File: config.mk
export PLATFORM = sky130hd
export DESIGN_NAME = ssmf_top
export DESIGN_NICKNAME = d
export VERILOG_FILES = /design/src/shared/ssmf_pkg.sv /design/src/shared/ssmf_evt_if.sv /design/src/hdl/ssmf_flag_bank.sv /design/src/hdl/ssmf_top.sv
export SDC_FILE = /design/constraint.sdc
export NUM_CORES = 1
export LEC_CHECK = 0
export BUFFER_PORTS_ARGS = -buffer_cell sky130_fd_sc_hd__buf_2
export CORE_MARGIN = 2
export CORE_UTILIZATION = 28
export DETAILED_ROUTE_END_ITERATION = 8
export GPL_TIMING_DRIVEN = 0
export SLEW_MARGIN = 20
export SYNTH_ARGS = -nofsm -noshare
export SYNTH_HDL_FRONTEND = slang
export SYNTH_SLANG_ARGS = --single-unit
File: constraint.sdc
create_clock -name CORE_CLK -period 1.7 [get_ports CORE_CLK]
set_input_delay 0.17 -clock CORE_CLK [delete_from_list [all_inputs] [get_ports CORE_CLK]]
set_output_delay 0.17 -clock CORE_CLK [all_outputs]
set_load 0.005 [all_outputs]
File: src/shared/ssmf_pkg.sv
// package for the message event flag block: register map, bit positions,
// reset values and state codes.
// assumes: one channel per instance, channel digit decoded outside.
package ssmf_pkg;

  // ---------------------------------------------------------------
  // register offsets (low 12 bits; channel nibble above)
  // ---------------------------------------------------------------
  localparam logic [11:0] OFS_EVENT_STATUS    = 12'hB70;
  localparam logic [11:0] OFS_EVENT_ENABLE    = 12'hB71;
  localparam logic [11:0] OFS_UNSTABLE_STATUS = 12'hB74;
  localparam logic [11:0] OFS_UNSTABLE_ENABLE = 12'hB75;
  localparam logic [11:0] OFS_MATCH_ONE       = 12'hB78;
  localparam logic [11:0] OFS_MATCH_TWO       = 12'hB79;
  localparam logic [11:0] OFS_MATCH_THREE     = 12'hB7A;
  localparam logic [11:0] OFS_RX_MSG          = 12'hB7B;
  localparam logic [11:0] OFS_TX_MSG          = 12'hB7C;
  localparam logic [11:0] OFS_TX_REPEAT       = 12'hB7D;

  // ---------------------------------------------------------------
  // event status / enable bit positions
  // ---------------------------------------------------------------
  localparam int BIT_MATCH_THREE = 7;
  localparam int BIT_MATCH_TWO   = 6;
  localparam int BIT_RX_FULL     = 3;
  localparam int BIT_TX_EMPTY    = 2;
  localparam int BIT_MATCH_ONE   = 1;
  localparam int BIT_CODE_CHANGE = 0;
  localparam int BIT_UNSTABLE    = 6;

  // writable / implemented bits; bits 5:4 reserved and read zero
  localparam logic [7:0] EVENT_MASK    = 8'hCF;
  localparam logic [7:0] UNSTABLE_MASK = 8'h40;

  localparam logic [7:0] RST_REG       = 8'h00;
  localparam logic [7:0] RST_TX_REPEAT = 8'h01;

  // ---------------------------------------------------------------
  // transmit sequencer states
  // ---------------------------------------------------------------
  typedef enum logic [1:0] {
    TX_IDLE = 2'b01,
    TX_SEND = 2'b10
  } ssmf_tx_state_t;

endpackage

File: src/shared/ssmf_evt_if.sv
// interface carrying per-bit event pulses from the top module into the
// sticky flag bank, and the flags and interrupt back.
// assumes: single clock domain.
`timescale 1ns/1ps
interface ssmf_evt_if #(parameter int W = 8);
  logic [W-1:0] set_pulse;
  logic [W-1:0] enable;
  logic         clear;
  logic [W-1:0] flags;
  logic         irq;

  modport src (output set_pulse, output enable, output clear,
               input flags, input irq);
  modport bank (input set_pulse, input enable, input clear,
                output flags, output irq);
endinterface

File: src/hdl/ssmf_flag_bank.sv
// sticky clear-on-read flag bank with per-bit enable and one level irq.
// assumes: clear is a one-cycle pulse from a status register read.
`timescale 1ns/1ps
module ssmf_flag_bank #(
  parameter int W = 8
) (
  input  wire logic  clk,
  input  wire logic  rst_n,
  ssmf_evt_if.bank   evt
);

  logic [W-1:0] flag;
  logic         irq;

  // ---------------------------------------------------------------
  // flags: a set in the read cycle survives for the next read
  // ---------------------------------------------------------------
  genvar i;
  generate
    for (i = 0; i < W; i++) begin : g_flag
      always_ff @(posedge clk or negedge rst_n) begin
        if (!rst_n) begin
          flag[i] <= 1'b0;
        end else if (evt.set_pulse[i]) begin
          flag[i] <= 1'b1;
        end else if (evt.clear) begin
          flag[i] <= 1'b0;
        end
      end
    end
  endgenerate

  // irq registered from the next flag value so it tracks the flags exactly; an enable change reaches it one cycle later
  always_ff @(posedge clk or negedge rst_n) begin
    if (!rst_n) begin
      irq <= 1'b0;
    end else begin
      irq <= |(((flag & {W{~evt.clear}}) | evt.set_pulse) & evt.enable);
    end
  end

  assign evt.flags = flag;
  assign evt.irq   = irq;

endmodule

File: src/hdl/ssmf_top.sv
// top of the per-channel message event flag block.
// assumes: message inputs come from the receive decoder on CORE_CLK;
// the transmitter pulses TX_MSG_SENT once per completed message copy.
`timescale 1ns/1ps
module ssmf_top #(
  parameter int MSG_W = 6
) (
  input  wire logic             CORE_CLK,
  input  wire logic             RSTN,
  input  wire logic [15:0]      ADDR,
  input  wire logic [7:0]       WDATA,
  input  wire logic             WR,
  input  wire logic             RD,
  output logic      [7:0]       RDATA,
  input  wire logic             RX_MSG_VALID,
  input  wire logic [MSG_W-1:0] RX_MSG,
  input  wire logic             RX_FILTER_OK,
  input  wire logic             TX_MSG_SENT,
  output logic      [MSG_W-1:0] TX_MSG,
  output logic                  TX_ACTIVE,
  output logic                  IRQ
);

  // ---------------------------------------------------------------
  // storage
  // ---------------------------------------------------------------
  logic [7:0]       event_enable;
  logic [7:0]       unstable_enable;
  logic [MSG_W-1:0] match_val [3];
  logic [MSG_W-1:0] rx_sync_msg_reg;
  logic [MSG_W-1:0] filt_msg;
  logic             filt_seen;
  logic             rx_seen;
  logic [7:0]       tx_repeat_count;
  logic [7:0]       tx_left;
  logic [MSG_W-1:0] tx_sync_msg_reg;
  ssmf_pkg::ssmf_tx_state_t tx_state;
  logic [7:0]       ev_pulse;
  logic [7:0]       un_pulse;
  logic             wr_ev;
  logic             tx_done;
  logic [11:0]      ofs;

  ssmf_evt_if #(.W(8)) ev_if ();
  ssmf_evt_if #(.W(8)) un_if ();

  assign ofs = ADDR[11:0];

  // ---------------------------------------------------------------
  // register writes
  // ---------------------------------------------------------------
  // enables: reserved bits forced to zero so they never gate anything
  always_ff @(posedge CORE_CLK or negedge RSTN) begin
    if (!RSTN) begin
      event_enable    <= ssmf_pkg::RST_REG;
      unstable_enable <= ssmf_pkg::RST_REG;
      match_val[0]    <= '0;
      match_val[1]    <= '0;
      match_val[2]    <= '0;
      tx_repeat_count <= ssmf_pkg::RST_TX_REPEAT;
    end else if (WR) begin
      case (ofs)
        ssmf_pkg::OFS_EVENT_ENABLE:
          event_enable <= WDATA & ssmf_pkg::EVENT_MASK;
        ssmf_pkg::OFS_UNSTABLE_ENABLE:
          unstable_enable <= WDATA & ssmf_pkg::UNSTABLE_MASK;
        ssmf_pkg::OFS_MATCH_ONE:   match_val[0] <= WDATA[MSG_W-1:0];
        ssmf_pkg::OFS_MATCH_TWO:   match_val[1] <= WDATA[MSG_W-1:0];
        ssmf_pkg::OFS_MATCH_THREE: match_val[2] <= WDATA[MSG_W-1:0];
        ssmf_pkg::OFS_TX_REPEAT:   tx_repeat_count <= WDATA;
        default: ;
      endcase
    end
  end

  assign wr_ev = WR && (ofs == ssmf_pkg::OFS_TX_MSG);

  // ---------------------------------------------------------------
  // receive side: raw and filtered message tracking
  // ---------------------------------------------------------------
  // raw register follows every valid message; filtered copy only on
  // filter approval, so change detection ignores unconfirmed codes
  always_ff @(posedge CORE_CLK or negedge RSTN) begin
    if (!RSTN) begin
      rx_sync_msg_reg <= '0;
      rx_seen         <= 1'b0;
      filt_msg        <= '0;
      filt_seen       <= 1'b0;
    end else begin
      if (RX_MSG_VALID) begin
        rx_sync_msg_reg <= RX_MSG;
        rx_seen         <= 1'b1;
      end
      if (RX_MSG_VALID && RX_FILTER_OK) begin
        filt_msg  <= RX_MSG;
        filt_seen <= 1'b1;
      end
    end
  end

  // ---------------------------------------------------------------
  // transmit side: repeat counter for the outgoing message
  // ---------------------------------------------------------------
  // a zero repeat count is taken as one copy so the empty flag fires
  always_ff @(posedge CORE_CLK or negedge RSTN) begin
    if (!RSTN) begin
      tx_state        <= ssmf_pkg::TX_IDLE;
      tx_left         <= 8'h00;
      tx_sync_msg_reg <= '0;
      tx_done         <= 1'b0;
    end else begin
      tx_done <= 1'b0;
      case (tx_state)
        ssmf_pkg::TX_IDLE: begin
          if (wr_ev) begin
            tx_sync_msg_reg <= WDATA[MSG_W-1:0];
            tx_left  <= (tx_repeat_count == 8'h00) ? 8'h01
                                                   : tx_repeat_count;
            tx_state <= ssmf_pkg::TX_SEND;
          end
        end
        ssmf_pkg::TX_SEND: begin
          if (TX_MSG_SENT) begin
            if (tx_left == 8'h01) begin
              tx_done  <= 1'b1;
              tx_state <= ssmf_pkg::TX_IDLE;
            end
            tx_left <= tx_left - 8'h01;
          end
        end
        default: tx_state <= ssmf_pkg::TX_IDLE;
      endcase
    end
  end

  assign TX_MSG    = tx_sync_msg_reg;

  // busy pin held in its own flop, mirroring the sequencer state, so the
  // pin never shows a decode of the state bits
  always_ff @(posedge CORE_CLK or negedge RSTN) begin
    if (!RSTN) begin
      TX_ACTIVE <= 1'b0;
    end else if (tx_state == ssmf_pkg::TX_IDLE) begin
      TX_ACTIVE <= wr_ev;
    end else if (tx_state != ssmf_pkg::TX_SEND) begin
      TX_ACTIVE <= 1'b0;
    end else if (TX_MSG_SENT && (tx_left == 8'h01)) begin
      TX_ACTIVE <= 1'b0;
    end
  end

  // ---------------------------------------------------------------
  // event detection
  // ---------------------------------------------------------------
  // match and change events need filter validation; full does not
  always_comb begin
    ev_pulse = 8'h00;
    un_pulse = 8'h00;
    if (RX_MSG_VALID && RX_FILTER_OK) begin
      ev_pulse[ssmf_pkg::BIT_MATCH_THREE] = (RX_MSG == match_val[2]);
      ev_pulse[ssmf_pkg::BIT_MATCH_TWO]   = (RX_MSG == match_val[1]);
      ev_pulse[ssmf_pkg::BIT_MATCH_ONE]   = (RX_MSG == match_val[0]);
      ev_pulse[ssmf_pkg::BIT_CODE_CHANGE] =
        filt_seen && (RX_MSG != filt_msg);
    end
    ev_pulse[ssmf_pkg::BIT_RX_FULL]  = RX_MSG_VALID;
    ev_pulse[ssmf_pkg::BIT_TX_EMPTY] = tx_done;
    // unstable only once a first valid message is held
    un_pulse[ssmf_pkg::BIT_UNSTABLE] =
      RX_MSG_VALID && rx_seen && (RX_MSG != rx_sync_msg_reg);
  end

  // ---------------------------------------------------------------
  // flag banks
  // ---------------------------------------------------------------
  assign ev_if.set_pulse = ev_pulse & ssmf_pkg::EVENT_MASK;
  assign ev_if.enable    = event_enable;
  assign ev_if.clear     = RD && (ofs == ssmf_pkg::OFS_EVENT_STATUS);
  assign un_if.set_pulse = un_pulse;
  assign un_if.enable    = unstable_enable;
  assign un_if.clear     = RD && (ofs == ssmf_pkg::OFS_UNSTABLE_STATUS);

  ssmf_flag_bank #(.W(8)) u_ev (
    .clk   (CORE_CLK),
    .rst_n (RSTN),
    .evt   (ev_if.bank)
  );

  ssmf_flag_bank #(.W(8)) u_un (
    .clk   (CORE_CLK),
    .rst_n (RSTN),
    .evt   (un_if.bank)
  );

  // combined interrupt line, registered
  always_ff @(posedge CORE_CLK or negedge RSTN) begin
    if (!RSTN) begin
      IRQ <= 1'b0;
    end else begin
      IRQ <= ev_if.irq | un_if.irq;
    end
  end

  // ---------------------------------------------------------------
  // read data, one cycle after the strobe
  // ---------------------------------------------------------------
  always_ff @(posedge CORE_CLK or negedge RSTN) begin
    if (!RSTN) begin
      RDATA <= 8'h00;
    end else if (RD) begin
      case (ofs)
        ssmf_pkg::OFS_EVENT_STATUS:    RDATA <= ev_if.flags;
        ssmf_pkg::OFS_EVENT_ENABLE:    RDATA <= event_enable;
        ssmf_pkg::OFS_UNSTABLE_STATUS: RDATA <= un_if.flags;
        ssmf_pkg::OFS_UNSTABLE_ENABLE: RDATA <= unstable_enable;
        ssmf_pkg::OFS_MATCH_ONE:       RDATA <= 8'(match_val[0]);
        ssmf_pkg::OFS_MATCH_TWO:       RDATA <= 8'(match_val[1]);
        ssmf_pkg::OFS_MATCH_THREE:     RDATA <= 8'(match_val[2]);
        ssmf_pkg::OFS_RX_MSG:          RDATA <= 8'(rx_sync_msg_reg);
        ssmf_pkg::OFS_TX_MSG:          RDATA <= 8'(tx_sync_msg_reg);
        ssmf_pkg::OFS_TX_REPEAT:       RDATA <= tx_repeat_count;
        default:                       RDATA <= 8'h00;
      endcase
    end else begin
      RDATA <= 8'h00;
    end
  end
endmodule

==> results.cfg, run 1 <==
[status]
status = completed

[floorplanning]
core_area_mm2 = 0.0153
floorplan.initialDensity = 0.288
die_w_um = 129
num_rows = 45
die_area_mm2 = 0.0167
io_pins = 53
die_y_um = 129

[run]
max-cap-violations = 0

[placed_design]
dp_cells = 632
globalplace.congestion = 0.839
pre_cts_slack_ns = -0.239
portBuffers = 41
dp_hpwl_um = 8520

[clock_network]
clk_latency_ns = 0.34
cts_setup_buffers = 0
path_clk_slew_ns = 0.06
cts.sinks = 83
cts_tree = yes
cts-buffers-inserted = 9
htreeDepth = 3
ctsRootBufferMaster = clkbuf_16
cts_max_path_buffers = 2

[cells_and_area]
diodes = 0
nNetsFinal = 472
syn_to_final_growth_pct = 19.9
regMostFlops = match_val
drive_above_1_share = 0.363
largest_reg_flops = 18
fin_cells = 649
fin_util = 0.346

[timing]
skew_ns = 0.00670
grt_setup_unrepaired = no
hold_viol = 0
tightest_slew_ns = 0.516
finalMaxSlewViolations = 0
fmax_mhz = 613
post-route-period-util = 0.959
slew_headroom = 0.656
layout_setup_ws_ns = 0.0694
fin_crit_ns = 1.63
setup_violations = 0

[synthesis]
async_flop_share = 1.00
yosysMostFrequentCell = dfrtp_1
syn-cell-area_mm2 = 0.00440
yosys_warnings = 0
synthTopCellsByCount = dfrtp_1 (81), mux2_2 (50), nand2_1 (31), xor2_1 (28)
yosysTopAreaCell = dfrtp_1
ys_seq_elements = 83
synth_cells = 379
ys_types = 64
synth-main-ff-cell = dfrtp_1
yosys.area.top_type_share = 0.461
synth-edff-count = 0
synth_seq_area_share = 0.473
syn_nets = 418
synth.avg_cell_area_um2 = 11.6
synthTopCellsByArea = dfrtp_1 (46%), mux2_2 (13%), xor2_1 (5.6%)

[drt]
dr.pass1.iters = 4
via_count = 3198
wl_per_cell_um = 17.5
drt-total-wl_um = 11300
drtIter0Drc = 230
routed_via_density = 4.93
antenna_left = 0
drc = 0

[critical_path]
r2r-start = tx_left[5]
end_kind = flop
setup.worst_path.start = tx_left[5]
crit_path_max_fanout = 4
critPathLaunchType = flop
crit_type = flop to flop
cp.required_ns = 1.93
arrival_ns = 1.86

[min_path]
hold_class = input port to flop
hold_start = WDATA[7]

[global_routing]
grt_pass1_wl_um = 18000
grt_usage = 0.142
grt_max_degree = 46
antenna_found_initial = 0
grt.overflow.total = 0
grt_pass1_vias = 3263

[power]
power.leakage_nw = 2.46
max-vdd-ir-drop_mv = 0.440
powerDensity_mw_per_mm2 = 937
power_mw = 4.94
-- what timing repair did --
action                                  4_1_cts  5_1_grt
hold buffers                                  1        0
endpoints found under the hold margin        36        0
resized for setup                             2        3
endpoints found under the setup margin        3        9
pin swaps                                     0        1
-- stage by stage --
stage | setup TNS [ns] | hold slack [ns] | area, um2
6_report | 0 | 0.0879 | 5270
5_1_grt | 0 | 0.0999 | 5270
4_1_cts | 0 | 0.0828 | 5260
3_5_place_dp | -2.36 | 0.174 | 4900
3_3_place_gp | -16.74 | 0.417 | 4870
2_1_floorplan | 0 | -0.126 | 4400
-- logic make-up after synthesis --
logic type	after synthesis	synth area share
and+or+nand+nor	125	0.178
DFF	83	0.473
muxes	59	0.154
AOI/OAI and AO/OA	56	0.0913
xor gates and xnor gates	30	0.0597
buffers and inverters	24	0.0381
adders and majority gates	2	0.00569
-- placed cells by master, fill, tap and decap left out, drive strengths merged, types with 2 or more instances in the layout --
cell / instances
and4b: 2
and2: 3
and4: 2
inv: 5
and3: 4
a22o: 7
nor3b: 4
nor4: 8
o21ai: 8
dfstp: 2
bufinv: 3
nand4b: 2
a32oi: 2
buf: 60
xnor2: 2
ha: 2
nand4: 9
a21oi: 15
nand2b: 4
nor3: 10
clkinv: 2
or4: 2
nor2: 19
a31oi: 5
nand3: 19
xor2: 28
a21o: 3
a211oi: 2
mux2: 50
nand2: 31
a22oi: 8
or2: 2
clkbuf: 12
mux2i: 7
dfrtp: 81
mux4: 2
-- metal layers --
layer / vias up / track usage / routed length, um
met5: - / 0 / 0
met4: 0 / 0.0556 / 260
met3: 16 / 0.0260 / 581
met2: 82 / 0.233 / 5440
met1: 1607 / 0.186 / 5050
li1: 1493 / - / -
-- power breakdown --
group | switching, mW | internal [mW]
sequential | 0.118 | 2.07
combinational | 0.304 | 0.240
clock | 0.770 | 1.44
-- path summary, 6_finish.rpt --
kind | endpoint | slack [ns] | depth (start not counted)
setup / recovery | tx_state[1] | 0.07 | 5
hold / removal | tx_repeat_count[7] | 0.09 | 2
setup reg to reg | tx_state[1] | 0.07 | 5
hold reg to reg | IRQ | 0.44 | 1
max in group asynchronous | filt_seen | 0.76 | 3
min in group asynchronous | tx_left[2] | 0.35 | 2
-- layout make-up --
| type | instances | area (um2) |
|---|---|---|
| Inverter | 5 | 18.8 |
| Timing Repair Buffer | 43 | 245 |
| Buffer | 19 | 149 |
| Clock inverter | 5 | 104 |
| Multi-Input combinational cell | 272 | 2180 |
| Sequential cell | 83 | 2080 |
| Tap cell | 211 | 264 |
| Clock buffer | 11 | 233 |
| Fill cell | 1510 | 9980 |
-- worst max-delay path, cell delays in order, from the launching register on --
cell     delay, ns
dfrtp_1       0.42
nor4_4        0.42
nor3b_4       0.30
a31oi_1       0.18
nor2_2        0.16
inv_1         0.04
(Power assumes the default switching activity.)
==> inputs of run 2 (changes only) <==
- CORE_ASPECT_RATIO: not set -> 0.9
- clock period: 1.7 -> 1.8 ns (I/O delays scaled with it)
==> results.cfg, run 2 (same netlist as run 1, synthesis figures left out) <==
[cells_and_area]
nNetsFinal = 472
final_cell_mix = dfrtp_1 (81), buf_2 (50), mux2_2 (50)
drive_above_1_share = 0.361
diodes = 0
fin_cells = 640
syn_to_final_growth_pct = 18.3
final_common_cell = dfrtp_1
regMostFlops = match_val
largest_reg_flops = 18

[power]
seqPwrFrac = 0.470
internal-power_mw = 3.28
max-vdd-ir-drop_mv = 0.434
power.leakage_nw = 2.44
p_switching_mw = 1.10
powerDensity_mw_per_mm2 = 842
pwr-share-clk = 0.417
power_mw = 4.38
switching_share = 0.251
power_frac_comb = 0.113

[drt]
antenna_left = 0
drt-total-wl_um = 11400
dr.pass1.iters = 5
via_count = 3187
drc = 0
wl_per_cell_um = 17.8
routed_via_density = 4.98
drtIter0Drc = 272

[clock_network]
cts_setup_buffers = 0
path_clk_slew_ns = 0.06
cts_tree = yes
clk_latency_ns = 0.34
cts_max_path_buffers = 2
cts.sinks = 83
cts-buffers-inserted = 9
htreeDepth = 3
ctsRootBufferMaster = clkbuf_16

[floorplanning]
floorplan.initialDensity = 0.286
die_area_mm2 = 0.0167
num_rows = 43
die_y_um = 123
die_w_um = 136
io_pins = 53
core_area_mm2 = 0.0154

[timing]
tightest_slew_ns = 0.689
fmax_mhz = 617
post-route-period-util = 0.900
slew_headroom = 0.537
finalMaxSlewViolations = 0
grt_setup_unrepaired = no
setup_violations = 0
layout_setup_ws_ns = 0.180
fin_crit_ns = 1.62
hold_viol = 0
skew_ns = 0.00787

[placed_design]
pre_cts_slack_ns = -0.120
dp_hpwl_um = 8730
portBuffers = 41
globalplace.congestion = 0.857
dp_cells = 623

[global_routing]
grt_pass1_vias = 3208
grt_usage = 0.145
grt_max_degree = 49
antenna_found_initial = 0
grt.overflow.total = 0
grt_pass1_wl_um = 18000

[critical_path]
cp.required_ns = 2.02
crit_path_max_fanout = 10
critPathLaunchType = input port
arrival_ns = 1.84
crit_path_max_incr_delay_ns = 0.60
cp_top_family = simple AND/OR/NAND/NOR gates
crit_buf_inv = 2
end_kind = flop
path_cells = buf_2 -> buf_2 -> nor3_1 -> nand3_2 -> mux2_2
slowest_stage = nor3_1
cp_common_cell = buf_2
crit_type = input port to flop

[status]
status = completed

[min_path]
hold_class = input port to flop

[run]
max-cap-violations = 0
run 2: changes by cell type in the layout (fill, tap and decap cells not counted), sizes merged:
cell / delta
bufinv: -2
clkinv: +1
clkinvlp: +1
run 2: timing repair:
| item | in CTS | in global routing |
|---|---|---|
| hold buffers | 1 | 0 |
| setup endpoints to repair | 0 | 3 |
| resized for setup | 0 | 2 |
| hold endpoints to repair | 35 | 0 |
run 2: power groups by stage:
stage          clock (mW)  sequential [mW]  combinational [mW]
2_1_floorplan           0             2.05               0.311
3_3_place_gp            0             2.08               0.464
3_5_place_dp            0             2.08               0.485
4_1_cts              1.87             2.05               0.489
5_1_grt              1.98             2.07               0.547
6_report             1.83             2.06               0.495
run 2: routing by layer:
layer,vias to the layer above,global-route usage,part of all wire
li1,1493,-,-
met1,1579,0.197,0.45
met2,98,0.224,0.46
met3,17,0.0390,0.065
met4,0,0.0462,0.022
met5,-,0,0
run 2: cell type report:
type,instances,area (um2)
plain buffers,19,149
inverters,5,18.8
clock inverters,5,52.6
flip-flops and latches,83,2080
multi-input cells,272,2160
clock buffers,11,243
well taps,202,253
repair buffers,43,245
fillers,1583,10200
run 2: per-stage QoR:
stage | hold WS (ns) | util | TNS (ns) | cell area (um2)
final | 0.102 | 0.338 | 0 | 5200
after global routing | 0.0919 | 0.338 | 0 | 5200
after CTS | 0.0872 | 0.337 | 0 | 5190
after detailed placement | 0.180 | 0.318 | -0.945 | 4890
after global placement | 0.417 | 0.316 | -10.92 | 4860
after floorplan | -0.116 | - | 0 | 4400
run 2: path summary, 6_finish.rpt:
path / start / end / slack [ns] / depth (start not counted)
worst min register to register: u_ev.evt.irq / IRQ / 0.43 / 1
max in group asynchronous: RSTN / tx_state[0] / 0.78 / 3
worst min-delay path: WDATA[7] / ev_if.enable[7] / 0.10 / 2
min in group asynchronous: RSTN / filt_msg[3] / 0.35 / 2
worst max-delay path: ADDR[0] / match_val[15] / 0.18 / 5
worst max register to register: tx_left[3] / tx_state[1] / 0.19 / 5
==> inputs of run 3 (changes only) <==
- REMOVE_ABC_BUFFERS: not set -> 1
==> results.cfg, run 3 (same netlist as run 1, synthesis figures left out) <==
[status]
status = completed

[global_routing]
grt_usage = 0.143
grt_pass1_vias = 3143
grt_pass1_wl_um = 17800
antenna_found_initial = 0
grt_max_degree = 54
grt.overflow.total = 0

[placed_design]
dp_cells = 611
globalplace.congestion = 0.874
dp_hpwl_um = 8460
portBuffers = 48
dpl-instance-area_mm2 = 0.00477
pre_cts_slack_ns = -0.165

[floorplanning]
core_area_mm2 = 0.0154
die_area_mm2 = 0.0167
floorplan.initialDensity = 0.286
io_pins = 53
die_y_um = 123
num_rows = 43
die_w_um = 136

[cells_and_area]
syn_to_final_growth_pct = 16.1
largest_reg_flops = 18
diodes = 0
fill_cells = 1577
final_common_cell = dfrtp_1
fin_cells = 628
fin_area_mm2 = 0.00511
final_cell_mix = dfrtp_1 (81), mux2_2 (50), buf_2 (47)
regMostFlops = match_val
drive_above_1_share = 0.343
nNetsFinal = 460

[clock_network]
ctsRootBufferMaster = clkbuf_16
cts_tree = yes
cts_max_path_buffers = 2
clk_latency_ns = 0.35
htreeDepth = 3
cts_setup_buffers = 0
cts-buffers-inserted = 9
path_clk_slew_ns = 0.06
cts.sinks = 83

[timing]
layout_setup_ws_ns = 0.176
setup_violations = 0
post-route-period-util = 0.902
setup-tns-final_ns = 0
skew_ns = 0.00663
grt_setup_unrepaired = no
fmax_mhz = 616
slew_headroom = 0.529
finalMaxSlewViolations = 0
hold_viol = 0
tightest_slew_ns = 0.701
fin_crit_ns = 1.62

[drt]
drtIter0Drc = 348
wl_per_cell_um = 17.9
drt-total-wl_um = 11200
drc = 0
via_count = 3193
dr.pass1.iters = 4
antenna_left = 0
met3_length_um = 620
routed_via_density = 5.08
wl_met2_um = 5300
wl_met1_um = 5040
top_layer = met4

[critical_path]
r2r_slack_ns = 0.20
r2r-start = tx_left[3]
r2r_cells = 5
critPathLaunchType = input port
end_kind = flop
crit_path_max_fanout = 13
setup.worst_path.start = ADDR[3]
critical_path.endpoint = tx_left[5]
timing.rr.end = tx_state[1]
crit_type = input port to flop
arrival_ns = 1.85
cp.required_ns = 2.03

[power]
power.leakage_nw = 2.38
powerDensity_mw_per_mm2 = 877
max-vdd-ir-drop_mv = 0.426
power_mw = 4.48

[run]
max-cap-violations = 0

[min_path]
hold_class = input port to flop
## run 3: area by class of cell
cell class	count	area, um2	area share
multi-input combinational	272	2160	0.424
clock inverter	5	77.6	0.0152
tap	202	253	0.0495
clock buffer	11	233	0.0456
sequential	83	2080	0.407
inverter	5	18.8	0.00368
timing repair buffer	50	280	0.0549
## run 3: per-layer routing
layer	GRT usage	vias to the layer above
li1	-	1474
met1	0.196	1614
met2	0.219	85
met3	0.0357	20
met4	0.0566	0
met5	0	-
## run 3: what timing repair did
item | 4_1_cts | 5_1_grt
hold buffers | 1 | 0
setup endpoints to repair | 0 | 2
endpoints found under the hold margin | 30 | 0
resized for setup | 0 | 2
## run 3: critical path, cell delays in order
cell and delay, ns:
buf_2 0.28, and2_1 0.32, and4_1 0.47, nand2_1 0.32
nand3_1 0.18, nand3_1 0.08
## run 3: worst min-delay path by stage
| stage | startpoint | end | slack (ns) | cells after the start |
|---|---|---|---|---|
| after global routing | WDATA[7] | ev_if.enable[7] | 0.10 | 2 |
| after floorplan | RSTN | IRQ | -0.12 | 0 |
| after global placement | u_un.evt.irq | IRQ | 0.42 | 1 |
| final | WDATA[7] | ev_if.enable[7] | 0.10 | 2 |
| after CTS | WDATA[7] | ev_if.enable[7] | 0.09 | 2 |
| after detailed placement | RSTN | filt_msg[2] | 0.15 | 1 |
## run 3: per-stage QoR
step / utilization / hold WS, ns
floorplan: - / -0.116
global placement: 0.308 / 0.419
detailed placement: 0.310 / 0.153
CTS: 0.331 / 0.0928
global route: 0.332 / 0.103
finish: 0.332 / 0.102
## run 3: where the power goes
| part | internal [mW] | switching [mW] |
|---|---|---|
| logic | 0.209 | 0.273 |
| clock network | 1.21 | 0.731 |
| registers | 1.96 | 0.0984 |
| total | 3.38 | 1.10 |
